==> src/common/wake_defs.vh <==
// register offsets, field positions and reset values of the wake event block
`ifndef WAKE_DEFS_VH
`define WAKE_DEFS_VH
`define WK_CTRL_ADDR 8'h68
`define WK_PDATA_ADDR 8'h70
`define WK_PPTR_ADDR 8'h74
`define WK_IRQ_STAT_ADDR 8'h78
`define WK_IRQ_MASK_ADDR 8'h7C
`define WK_LINK_ADDR 8'h80
`define WK_P1_EN 29
`define WK_P2_EN 28
`define WK_P3_EN 27
`define WK_P4_EN 26
`define WK_P5_EN 25
`define WK_LDOWN_EN 17
`define WK_LUP_EN 16
`define WK_FRAME_EV_EN 10
`define WK_SPKT_EV_EN 9
`define WK_LCHG_EV_EN 8
`define WK_FRAME_SEEN 2
`define WK_SPKT_SEEN 1
`define WK_LCHG_SEEN 0
`define WK_CTRL_RW_MASK 32'h3E030700
`define WK_RSVD_15_11 32'h00000800
`define WK_FLAGS_MASK 32'h00000007
`define WK_WORDS_PER_PAT 5
`define WK_PATTERNS 6
`define WK_MEM_WORDS 30
`define WK_PTR_LAST 5'h1D
`endif

==> src/rtl/wake_event_control.v <==
// wake event control, status flags, pattern data port and apb slave
// Operation
// - pattern four, five enables at 26, 25
// - link-down enable 17 sets link flag
// - link-up enable 16 sets link flag
// - frame enable 10 raises pm event
// - special packet enable 9 raises pm event
// - link change enable 8 raises pm event
// - wake frame flag at bit 2
// - special packet flag at bit 1
// - link change flag at bit 0
// - flags write-one clear, power-up reset only
// - all pattern data through port 70h
// - pattern one-three enables at 29-27
`timescale 1ns/10ps
`include "wake_defs.vh"
module wake_event_control (
    // clock and resets
    input wire mclk_i,
    input wire srst_i,
    input wire por_i,
    // apb slave
    input wire psel_i,
    input wire penable_i,
    input wire pwrite_i,
    input wire [7:0] paddr_i,
    input wire [31:0] pwdata_i,
    output wire pready_o,
    output reg [31:0] prdata_o,
    output wire pslverr_o,
    // events from receive path and phy
    input wire wake_frame_rx_i,
    input wire special_packet_rx_i,
    input wire link_up_i,
    // to power management and matcher
    output reg pm_event_status_o,
    output wire [4:0] pattern_match_en_o,
    output wire irq_o
);
    // register state
    reg [31:0] ctrl_reg;
    reg [31:0] ctrl_next;
    reg [2:0] flags_reg;
    reg [2:0] flags_next;
    reg [4:0] ptr_reg;
    reg [4:0] ptr_next;
    reg link_reg;
    reg link_next;
    reg link_valid_reg;
    reg link_valid_next;
    reg [2:0] irq_stat_reg;
    reg [2:0] irq_stat_next;
    reg [2:0] irq_mask_reg;
    reg [2:0] irq_mask_next;
    reg rd_phase_reg;
    reg rd_phase_next;
    reg pm_next;
    reg [31:0] prdata_next;

    // bus decode
    wire acc;
    wire wr_acc;
    wire rd_acc;
    wire hit_ctrl;
    wire hit_pdata;
    wire hit_pptr;
    wire hit_istat;
    wire hit_imask;
    wire hit_link;
    wire data_acc;
    wire data_wr;

    // event path
    wire link_rise;
    wire link_fall;
    wire link_event;
    wire frame_event;
    wire packet_event;
    wire [2:0] events;
    wire [2:0] flags_w1c;
    wire [2:0] irq_w1c;

    // memory side
    wire [31:0] mem_rd_data;

    // address compare, shared by the hit decodes and addr_known; the read mux decodes with a case
    function addr_is;
        input [7:0] a;
        input [7:0] target;
        begin
            addr_is = (a == target);
        end
    endfunction

    // any mapped register; everything else answers with an error
    function addr_known;
        input [7:0] a;
        begin
            addr_known = addr_is(a, `WK_CTRL_ADDR) || addr_is(a, `WK_PDATA_ADDR) ||
                addr_is(a, `WK_PPTR_ADDR) || addr_is(a, `WK_IRQ_STAT_ADDR) ||
                addr_is(a, `WK_IRQ_MASK_ADDR) || addr_is(a, `WK_LINK_ADDR);
        end
    endfunction

    // pointer step: wraps after the last word of pattern six
    function [4:0] ptr_inc;
        input [4:0] p;
        begin
            ptr_inc = (p == `WK_PTR_LAST) ? 5'h00 : p + 5'h01;
        end
    endfunction

    // pointer load: out-of-range values fall back to word zero
    function [4:0] ptr_clip;
        input [4:0] p;
        begin
            ptr_clip = (p > `WK_PTR_LAST) ? 5'h00 : p;
        end
    endfunction

    // write-one-clear: set wins when event and clear meet
    function [2:0] w1c_update;
        input [2:0] cur;
        input [2:0] clr;
        input [2:0] set;
        begin
            w1c_update = (cur & ~clr) | set;
        end
    endfunction

    // control write keeps reserved bits at their fixed value
    function [31:0] ctrl_merge;
        input [31:0] wd;
        begin
            ctrl_merge = (wd & `WK_CTRL_RW_MASK) | `WK_RSVD_15_11;
        end
    endfunction

    assign acc = psel_i && penable_i;
    assign wr_acc = acc && pwrite_i;
    assign rd_acc = acc && !pwrite_i;
    assign hit_ctrl = addr_is(paddr_i, `WK_CTRL_ADDR);
    assign hit_pdata = addr_is(paddr_i, `WK_PDATA_ADDR);
    assign hit_pptr = addr_is(paddr_i, `WK_PPTR_ADDR);
    assign hit_istat = addr_is(paddr_i, `WK_IRQ_STAT_ADDR);
    assign hit_imask = addr_is(paddr_i, `WK_IRQ_MASK_ADDR);
    assign hit_link = addr_is(paddr_i, `WK_LINK_ADDR);

    // data port reads wait one cycle for the registered memory output
    assign pready_o = !(rd_acc && hit_pdata) || rd_phase_reg;
    assign pslverr_o = acc && !addr_known(paddr_i);
    assign data_acc = acc && pready_o && hit_pdata;
    assign data_wr = data_acc && pwrite_i;
    assign flags_w1c = (wr_acc && hit_ctrl) ? pwdata_i[2:0] : 3'h0;
    assign irq_w1c = (wr_acc && hit_istat) ? pwdata_i[2:0] : 3'h0;

    // a freshly reset sampler would fake an edge, so wait one sample
    assign link_rise = link_valid_reg && link_up_i && !link_reg;
    assign link_fall = link_valid_reg && !link_up_i && link_reg;
    assign link_event = (link_fall && ctrl_reg[`WK_LDOWN_EN]) ||
        (link_rise && ctrl_reg[`WK_LUP_EN]);
    assign frame_event = wake_frame_rx_i;
    assign packet_event = special_packet_rx_i;
    assign events = {frame_event, packet_event, link_event};

    assign pattern_match_en_o = {ctrl_reg[`WK_P1_EN], ctrl_reg[`WK_P2_EN],
        ctrl_reg[`WK_P3_EN], ctrl_reg[`WK_P4_EN], ctrl_reg[`WK_P5_EN]};
    assign irq_o = |(irq_stat_reg & irq_mask_reg);

    always @* begin
        ctrl_next = ctrl_reg;
        if (wr_acc && hit_ctrl) begin
            ctrl_next = ctrl_merge(pwdata_i);
        end
    end

    always @* begin
        irq_mask_next = irq_mask_reg;
        if (wr_acc && hit_imask) begin
            irq_mask_next = pwdata_i[2:0];
        end
    end

    always @* begin
        link_next = link_up_i;
        link_valid_next = 1'b1;
    end

    always @* begin
        rd_phase_next = 1'b0;
        if (rd_acc && hit_pdata && !rd_phase_reg) begin
            rd_phase_next = 1'b1;
        end
    end

    // pm output is registered: one pulse per cycle with any enabled event
    always @* begin
        pm_next = 1'b0;
        if (frame_event && ctrl_reg[`WK_FRAME_EV_EN]) begin
            pm_next = 1'b1;
        end
        if (packet_event && ctrl_reg[`WK_SPKT_EV_EN]) begin
            pm_next = 1'b1;
        end
        if (link_event && ctrl_reg[`WK_LCHG_EV_EN]) begin
            pm_next = 1'b1;
        end
    end

    // flags are set irrespective of the event enables
    always @* begin
        flags_next = w1c_update(flags_reg, flags_w1c, 3'h0);
        if (frame_event) begin
            flags_next[`WK_FRAME_SEEN] = 1'b1;
        end
        if (packet_event) begin
            flags_next[`WK_SPKT_SEEN] = 1'b1;
        end
        if (link_event) begin
            flags_next[`WK_LCHG_SEEN] = 1'b1;
        end
    end

    always @* begin
        irq_stat_next = w1c_update(irq_stat_reg, irq_w1c, events);
    end

    // word pointer: 5 words per pattern, mask words first
    always @* begin
        ptr_next = ptr_reg;
        if (wr_acc && hit_pptr) begin
            ptr_next = ptr_clip(pwdata_i[4:0]);
        end else if (data_acc) begin
            ptr_next = ptr_inc(ptr_reg);
        end
    end

    // read data: reloaded each read cycle, settled by the completing edge
    always @* begin
        prdata_next = prdata_o;
        if (psel_i && !pwrite_i) begin
            case (paddr_i)
                `WK_CTRL_ADDR: begin
                    prdata_next = ctrl_reg | {29'h0, flags_reg};
                end
                `WK_PDATA_ADDR: begin
                    prdata_next = mem_rd_data;
                end
                `WK_PPTR_ADDR: begin
                    prdata_next = {27'h0, ptr_reg};
                end
                `WK_IRQ_STAT_ADDR: begin
                    prdata_next = {29'h0, irq_stat_reg};
                end
                `WK_IRQ_MASK_ADDR: begin
                    prdata_next = {29'h0, irq_mask_reg};
                end
                `WK_LINK_ADDR: begin
                    prdata_next = {31'h0, link_reg};
                end
                default: begin
                    prdata_next = 32'h00000000;
                end
            endcase
        end
    end

    // soft reset domain: control, mask and pointer
    always @(posedge mclk_i) begin
        if (srst_i) begin
            ctrl_reg <= `WK_RSVD_15_11;
            irq_mask_reg <= 3'h0;
            ptr_reg <= 5'h00;
        end else begin
            ctrl_reg <= ctrl_next;
            irq_mask_reg <= irq_mask_next;
            ptr_reg <= ptr_next;
        end
    end

    // link sampler and bus phase
    always @(posedge mclk_i) begin
        if (srst_i) begin
            link_reg <= 1'b0;
            link_valid_reg <= 1'b0;
            rd_phase_reg <= 1'b0;
        end else begin
            link_reg <= link_next;
            link_valid_reg <= link_valid_next;
            rd_phase_reg <= rd_phase_next;
        end
    end

    // registered outputs
    always @(posedge mclk_i) begin
        if (srst_i) begin
            pm_event_status_o <= 1'b0;
            prdata_o <= 32'h00000000;
        end else begin
            pm_event_status_o <= pm_next;
            prdata_o <= prdata_next;
        end
    end

    // flags survive the soft reset, only power-up clears them
    always @(posedge mclk_i) begin
        if (por_i) begin
            flags_reg <= 3'h0;
            irq_stat_reg <= 3'h0;
        end else begin
            flags_reg <= flags_next;
            irq_stat_reg <= irq_stat_next;
        end
    end

    // contents kept across soft reset; software reprograms after power-up
    wake_pattern_mem u_mem (
        .mclk_i(mclk_i),
        .wr_en_i(data_wr),
        .wr_addr_i(ptr_reg),
        .wr_data_i(pwdata_i),
        .rd_addr_i(ptr_reg),
        .rd_data_o(mem_rd_data)
    );

    // link level readback for software polling
    // unmapped accesses answer at once with an error and no effect
endmodule

==> src/rtl/wake_pattern_mem.v <==
// pattern filter storage: 30 words, registered read data
`timescale 1ns/10ps
module wake_pattern_mem (
    // clock
    input wire mclk_i,
    // write port
    input wire wr_en_i,
    input wire [4:0] wr_addr_i,
    input wire [31:0] wr_data_i,
    // read port
    input wire [4:0] rd_addr_i,
    output reg [31:0] rd_data_o
);
    reg [31:0] mem [0:29];

    // contents are not reset: software must program before enabling matches
    always @(posedge mclk_i) begin
        if (wr_en_i) begin
            mem[wr_addr_i] <= wr_data_i;
        end
        rd_data_o <= mem[rd_addr_i];
    end
endmodule

==> config.mk <==
export PLATFORM = sky130hd
export DESIGN_NAME = wake_event_control
export DESIGN_NICKNAME = d
export VERILOG_FILES = /design/src/rtl/wake_event_control.v /design/src/rtl/wake_pattern_mem.v
export VERILOG_INCLUDE_DIRS = /design/src /design/src/common
export SDC_FILE = /design/constraint.sdc
export NUM_CORES = 1
export LEC_CHECK = 0
export ABC_CLOCK_PERIOD_IN_PS = 8600
export BUFFER_PORTS_ARGS = -buffer_cell sky130_fd_sc_hd__clkbuf_2
export CORE_MARGIN = 2
export CORE_UTILIZATION = 44
export DETAILED_ROUTE_END_ITERATION = 10
export GPL_TIMING_DRIVEN = 0
export SETUP_SLACK_MARGIN = 0.5
export SKIP_LAST_GASP = 1
export SLEW_MARGIN = 0
export SYNTH_ARGS = -nofsm -noshare
export SYNTH_HDL_FRONTEND = slang
export SYNTH_HIERARCHICAL = 1
export SYNTH_SLANG_ARGS = --single-unit
==> constraint.sdc <==
create_clock -name mclk_i -period 8.6 [get_ports mclk_i]
set_input_delay 2.58 -clock mclk_i [delete_from_list [all_inputs] [get_ports mclk_i]]
set_output_delay 2.58 -clock mclk_i [all_outputs]
set_load 0.02 [all_outputs]
**Yosys cells after proc, flatten, opt, wreduce, memory -nomap -nowiden**

Memory sizes are Yosys's and may differ from the RTL's. A register that Yosys moved wholly into a read port is not among the register bits.
Cells that the tools add are included.

- Input bits: 49
- Logic and storage cells: 82
- Bits in writable memories: 960
- Memories kept: 1
- Output and inout port bits: 41
- Register bits: 60

- Add/sub/neg operators: 1
- Equal/unequal tests: 7
- Reductions and logical operators: 38
- Bitwise operators: 7
- Magnitude comparators: 1
- Multiplexer cells: 17

Memories:

| memory | depth | width | read ports | clocked after Yosys merged registers in | write ports | RTL line | text |
|---|---|---|---|---|---|---|---|
| u_mem.mem | 30 | 32 | 1 | 1 | 1 | wake_pattern_mem.v:14 | `reg [31:0] mem [0:29];` |

Operators by type and width:

| cell | count |
|---|---|
| 32-bit case mux with 6 select lines | 1 |
| 8-bit by 7-bit == test with 1-bit output (second input constant) | 5 |
| 30-bit by 3-bit bitwise OR with 30-bit output | 1 |
| 1-bit logical AND | 23 |
| 5-bit two-way mux | 4 |
| 1-bit two-way mux | 10 |
| 3-bit bitwise AND | 3 |
| 8-bit == test (second input constant) | 1 |
| 1-bit logical OR | 7 |
| 1-bit zero test | 6 |
| 3-bit two-way mux | 2 |
| 3-bit inverter | 2 |
| 5-bit by 1-bit adder with 5-bit output (second input constant) | 1 |
| 5-bit == test (second input constant) | 1 |
| 5-bit > comparator (second input constant) | 1 |
| 3-bit bitwise OR | 1 |
| 3-bit OR reduction | 1 |
| 2-bit nonzero test | 1 |

**Logic depth before layout (Yosys ltp)**

- Depth after elaboration: 10
- Depth in mapped cells: 8
- Mapped depth without buffers: 6

**Modules after synthesis**

Netlist, hierarchy kept.

Modules (own cells, without submodules):

| module | seq. area each (µm²) | area each (µm²) | cells an instance | instances |
|---|---|---|---|---|
| wake_pattern_mem | 29468.3 | 37990.2 | 1828 | 1 |
| wake_event_control | 1201.2 | 2852.7 | 316 | 1 |

**Worst setup path before layout**

Ideal clock, no wire load.

- Path type: input to output
- Start: in paddr_i[3]
- End: out pready_o
- Arrival: 3688 ps
- Cell stages on the path: 4
- Required time: 6020 ps
- Path buffers: 1
- Path slack: 2332 ps
- Cells stage by stage: buf_6 > nor4_4 > nand2_2 > or4_4

- Longest elaborated chain between the ends: 4

RTL lines:

| what | RTL line | text |
|---|---|---|
| start: declaration | wake_event_control.v:26 | `input wire [7:0] paddr_i,` |
| 8-bit by 7-bit == test with 1-bit output | wake_event_control.v:91 | `addr_is = (a == target);` |
| 1-bit logical AND | wake_event_control.v:150 | `assign pready_o = !(rd_acc && hit_pdata) \|\| rd_phase_reg;` |
| 1-bit zero test | wake_event_control.v:150 |  |
| 1-bit logical OR | wake_event_control.v:150 |  |
| end: declaration | wake_event_control.v:28 | `output wire pready_o,` |

Every way passes these cells.

**Final worst setup path**

- Start: in paddr_i[2]
- End: out pready_o

The elaborated chain is that of the path after synthesis.

==> flow_summary_export.csv <==
group,metric,value,unit
worst_setup_path,r2r-end,"u_mem/mem[11][28]",
final_layout,fraction_of_final_layout_cells_with_drive_strength_greater_than_1,0.202,
die,die_h,309,um
die,dieArea,95300,um2
synthesis,yosysWarningCount,6,
worst_hold_path,endpoint_with_the_worst_hold_slack,"prdata_o[4]",
final_layout,area_of_combinational_cells_with_multiple_inputs,9450,um2
final_layout,area_growth_syn_to_layout,15.5,%
placed_design,place_hpwl,71400,um
sta,slew_violations,0,
die,num_rows,111,
clock_tree,clk-insertion-delay-late,0.68,ns
synthesis,avgSynthCellArea,19.0,um2
final_layout,ff_latch_area,30700,um2
grt,grt_first_pass_wirelength,156000,um
clock_tree,postCtsHoldBufs,0,
die,core_region_area,91800,um2
detailed_routing,route.vias.total,21900,
synthesis,synth_async_sr_flop_share,0,
clock_tree,htree_levels,3,
detailed_routing,wire_per_inst,29.8,um
worst_setup_path,worst-r2r-setup-slack,5.60,ns
clock_tree,cts_buffers,107,
sta,final.hold.worst_slack,0.456,ns
synthesis,post_synthesis_cell_count,2144,
final_layout,registers.top_by_ff_count,"u_mem/mem",
job,drv_cap,0,
grt,grt_antenna_before_repair,2,
clock_tree,ctsRootBufferMaster,"sky130_fd_sc_hd__clkbuf_16",
power_and_ir_drop,powerDensity,218,nW/um2
worst_setup_path,worstReg2RegStart,"ptr_reg[0]",
worst_setup_path,delay_heaviest_family_cp,"simple AND/OR/NAND/NOR gates",
grt,grt_start_max_net_pins,36,
clock_tree,ctsResizeCount,0,
worst_setup_path,slowest_stage,"sky130_fd_sc_hd__nor4_4",
synthesis,yosysSeqAreaShare,0.751,
detailed_routing,route.antenna.remaining_nets,0,
clock_tree,post-cts-setup-buffer-count,0,
final_layout,largest_reg_flops,960,
grt,gr-total-overflow,0,
placed_design,gp_congestion,0.830,
worst_setup_path,timing.setup.critical_path_class,"primary input to primary output",
sta,max_slew_margin,0.224,
final_layout,ant_cells,0,
clock_tree,cts_num_sinks,1052,
sta,fin_skew,0.0238,ns
worst_setup_path,critPathRequiredTime,6.02,ns
sta,final_min_period_over_clock_period,0.773,
synthesis,ys_types,62,
detailed_routing,detail_route.iter0.violations,2436,
worst_setup_path,critical_path_peak_fanout,6,
die,effective_utilization_at_floorplan,0.445,
power_and_ir_drop,leakage_dissipation,14.7,nW
final_layout,fillCellCount,7285,
sta,fmax,150,MHz
worst_hold_path,hold_path_depth,2,
sta,least_margin_pin_slew,1.16,ns
placed_design,numPortBuffers,88,
worst_setup_path,crit_path_start_kind,"primary input",
sta,setup_tns_after_final_layout,0,ns
detailed_routing,firstDrtPassIters,5,
status,status,"finished clean",
final_layout,layout.cells.most_common_list,"sky130_fd_sc_hd__edfxtp_1, sky130_fd_sc_hd__mux2i_1, sky130_fd_sc_hd__clkbuf_16, sky130_fd_sc_hd__a22oi_1, sky130_fd_sc_hd__dfxtp_1",
synthesis,post_synthesis_register_bit_count,1052,
clock_tree,tritoncts_clock_tree,"yes",
grt,grt_pass1_vias,21500,
synthesis,mappedNetlistArea,40800,um2
worst_setup_path,r2r_cells,3,
grt,total_global_route_track_usage,0.231,
final_layout,mostFrequentLayoutCell,"sky130_fd_sc_hd__edfxtp_1",
clock_tree,clock_path_buffers,3,
worst_hold_path,holdCritPathClass,"flop to flop",
detailed_routing,drcViolationCount,0,
worst_setup_path,worstPathArrival,4.07,ns
sta,hold_violations,0,
final_layout,reg.largest.list,"u_mem/mem x960, prdata_o x32, u_mem/rd_data_o x32",
worst_setup_path,cp_cell_instances,"clkbuf_2 -> nor4_4 -> nand2_2 -> or4_4 -> clkbuf_2",
worst_setup_path,crit_path_max_incr_delay,0.52,ns
sta,timing.final.crit_period,6.65,ns
worst_setup_path,end_kind,"primary output",
synthesis,synth.net_count,2195,
die,die_width,309,um
worst_setup_path,cp_common_cell,"sky130_fd_sc_hd__clkbuf_2",
detailed_routing,route.detailed.vias_per_inst,5.89,
synthesis,synth_ff_type,"sky130_fd_sc_hd__edfxtp_1",
worst_hold_path,hold_path_startpoint,"prdata_o[4]",
die,floorplan.io_pins,90,
synthesis,synth_edf_count,960,
power_and_ir_drop,irDropWorstVdd,0.192,mV
sta,setup_viol_count_final,0,
sta,grt_setup_unrepaired,"no",
clock_tree,clkTransAtPathRegs,0.06,ns
worst_setup_path,path_buf_inv,2,
detailed_routing,routed_wirelength,110000,um
final_layout,finalNetCount,2422,
[metal layers]
metal  up-vias  GRT usage  part of all wire
li1       9259          -                 -
met1     11400      0.315              0.41
met2       987      0.385              0.49
met3       170     0.0372             0.075
met4         4     0.0689             0.029
met5         -          0           0.00019
[through the flow]
stage | std cells | setup WS, ns | power (mW) | utilization | area (um2)
global placement | 3475 | 0.404 | 5.81 | 0.467 | 42800
detailed placement | 3505 | 1.94 | 5.82 | 0.476 | 43700
CTS | 3708 | 1.94 | 10.4 | 0.514 | 47200
finish | 3708 | 1.95 | 10.3 | 0.514 | 47200
floorplan | 2144 | 2.33 | 5.71 | - | 40800
global route | 3708 | 1.86 | 10.6 | 0.514 | 47200
[logic make-up after synthesis]
family | Yosys count | synth area share
adder cells (fa/ha/maj) | 2 | 0.000613
flip-flops | 1052 | 0.751
AND/OR/NAND/NOR | 326 | 0.0421
multiplexers | 368 | 0.138
buffers and inverters | 129 | 0.0231
AO/OA/AOI/OAI | 267 | 0.0454
[how the worst max path moves through the flow]
stage,startpoint,slack (ns),cells past startpoint,end
floorplan,paddr_i[3],2.33,4,pready_o
global placement,paddr_i[2],0.40,7,u_mem/mem[16][24]
detailed placement,paddr_i[2],1.94,5,pready_o
CTS,paddr_i[2],1.94,5,pready_o
global route,paddr_i[4],1.86,7,pslverr_o
finish,paddr_i[2],1.95,5,pready_o
[power breakdown]
part	internal, mW	total (mW)	switching [mW]	leakage [nW]
registers	5.58	5.58	0.00179	9.38
clock network	2.66	4.57	1.91	1.72
logic	0.0205	0.131	0.110	3.63
total	8.26	10.3	2.02	14.7
[tightest hold or removal path, cell delays in order (launching register included)]
cell	delay [ns]
sky130_fd_sc_hd__dfxtp_1	0.31
sky130_fd_sc_hd__nand2_1	0.05
sky130_fd_sc_hd__a21oi_1	0.05
[cell type report]
cell class	instances	share of cell area
Inverter	6	0.000477
Multi-Input combinational cell	963	0.200
Clock inverter	56	0.0102
Buffer	123	0.0195
Timing Repair Buffer	118	0.0225
Sequential cell	1052	0.650
Clock buffer	147	0.0638
Tap cell	1243	0.0330
[cells in the mapped netlist (21+ instances only)]
master,instances,area share
sky130_fd_sc_hd__edfxtp_1,960,0.71
sky130_fd_sc_hd__mux2i_1,217,0.053
sky130_fd_sc_hd__a22oi_1,102,0.019
sky130_fd_sc_hd__dfxtp_1,92,0.045
sky130_fd_sc_hd__nor2_1,83,0.0076
sky130_fd_sc_hd__nand2_1,69,0.0063
sky130_fd_sc_hd__mux4_2,68,0.037
sky130_fd_sc_hd__mux4_1,66,0.042
sky130_fd_sc_hd__nand3_1,55,0.0067
sky130_fd_sc_hd__o22ai_1,48,0.0074
sky130_fd_sc_hd__a21oi_1,38,0.0047
sky130_fd_sc_hd__clkbuf_1,29,0.0027
sky130_fd_sc_hd__buf_2,26,0.0032
sky130_fd_sc_hd__buf_6,24,0.0066
sky130_fd_sc_hd__nand4_1,23,0.0035
sky130_fd_sc_hd__buf_4,21,0.0039
No activity file was read; power rests on OpenSTA's default activity.
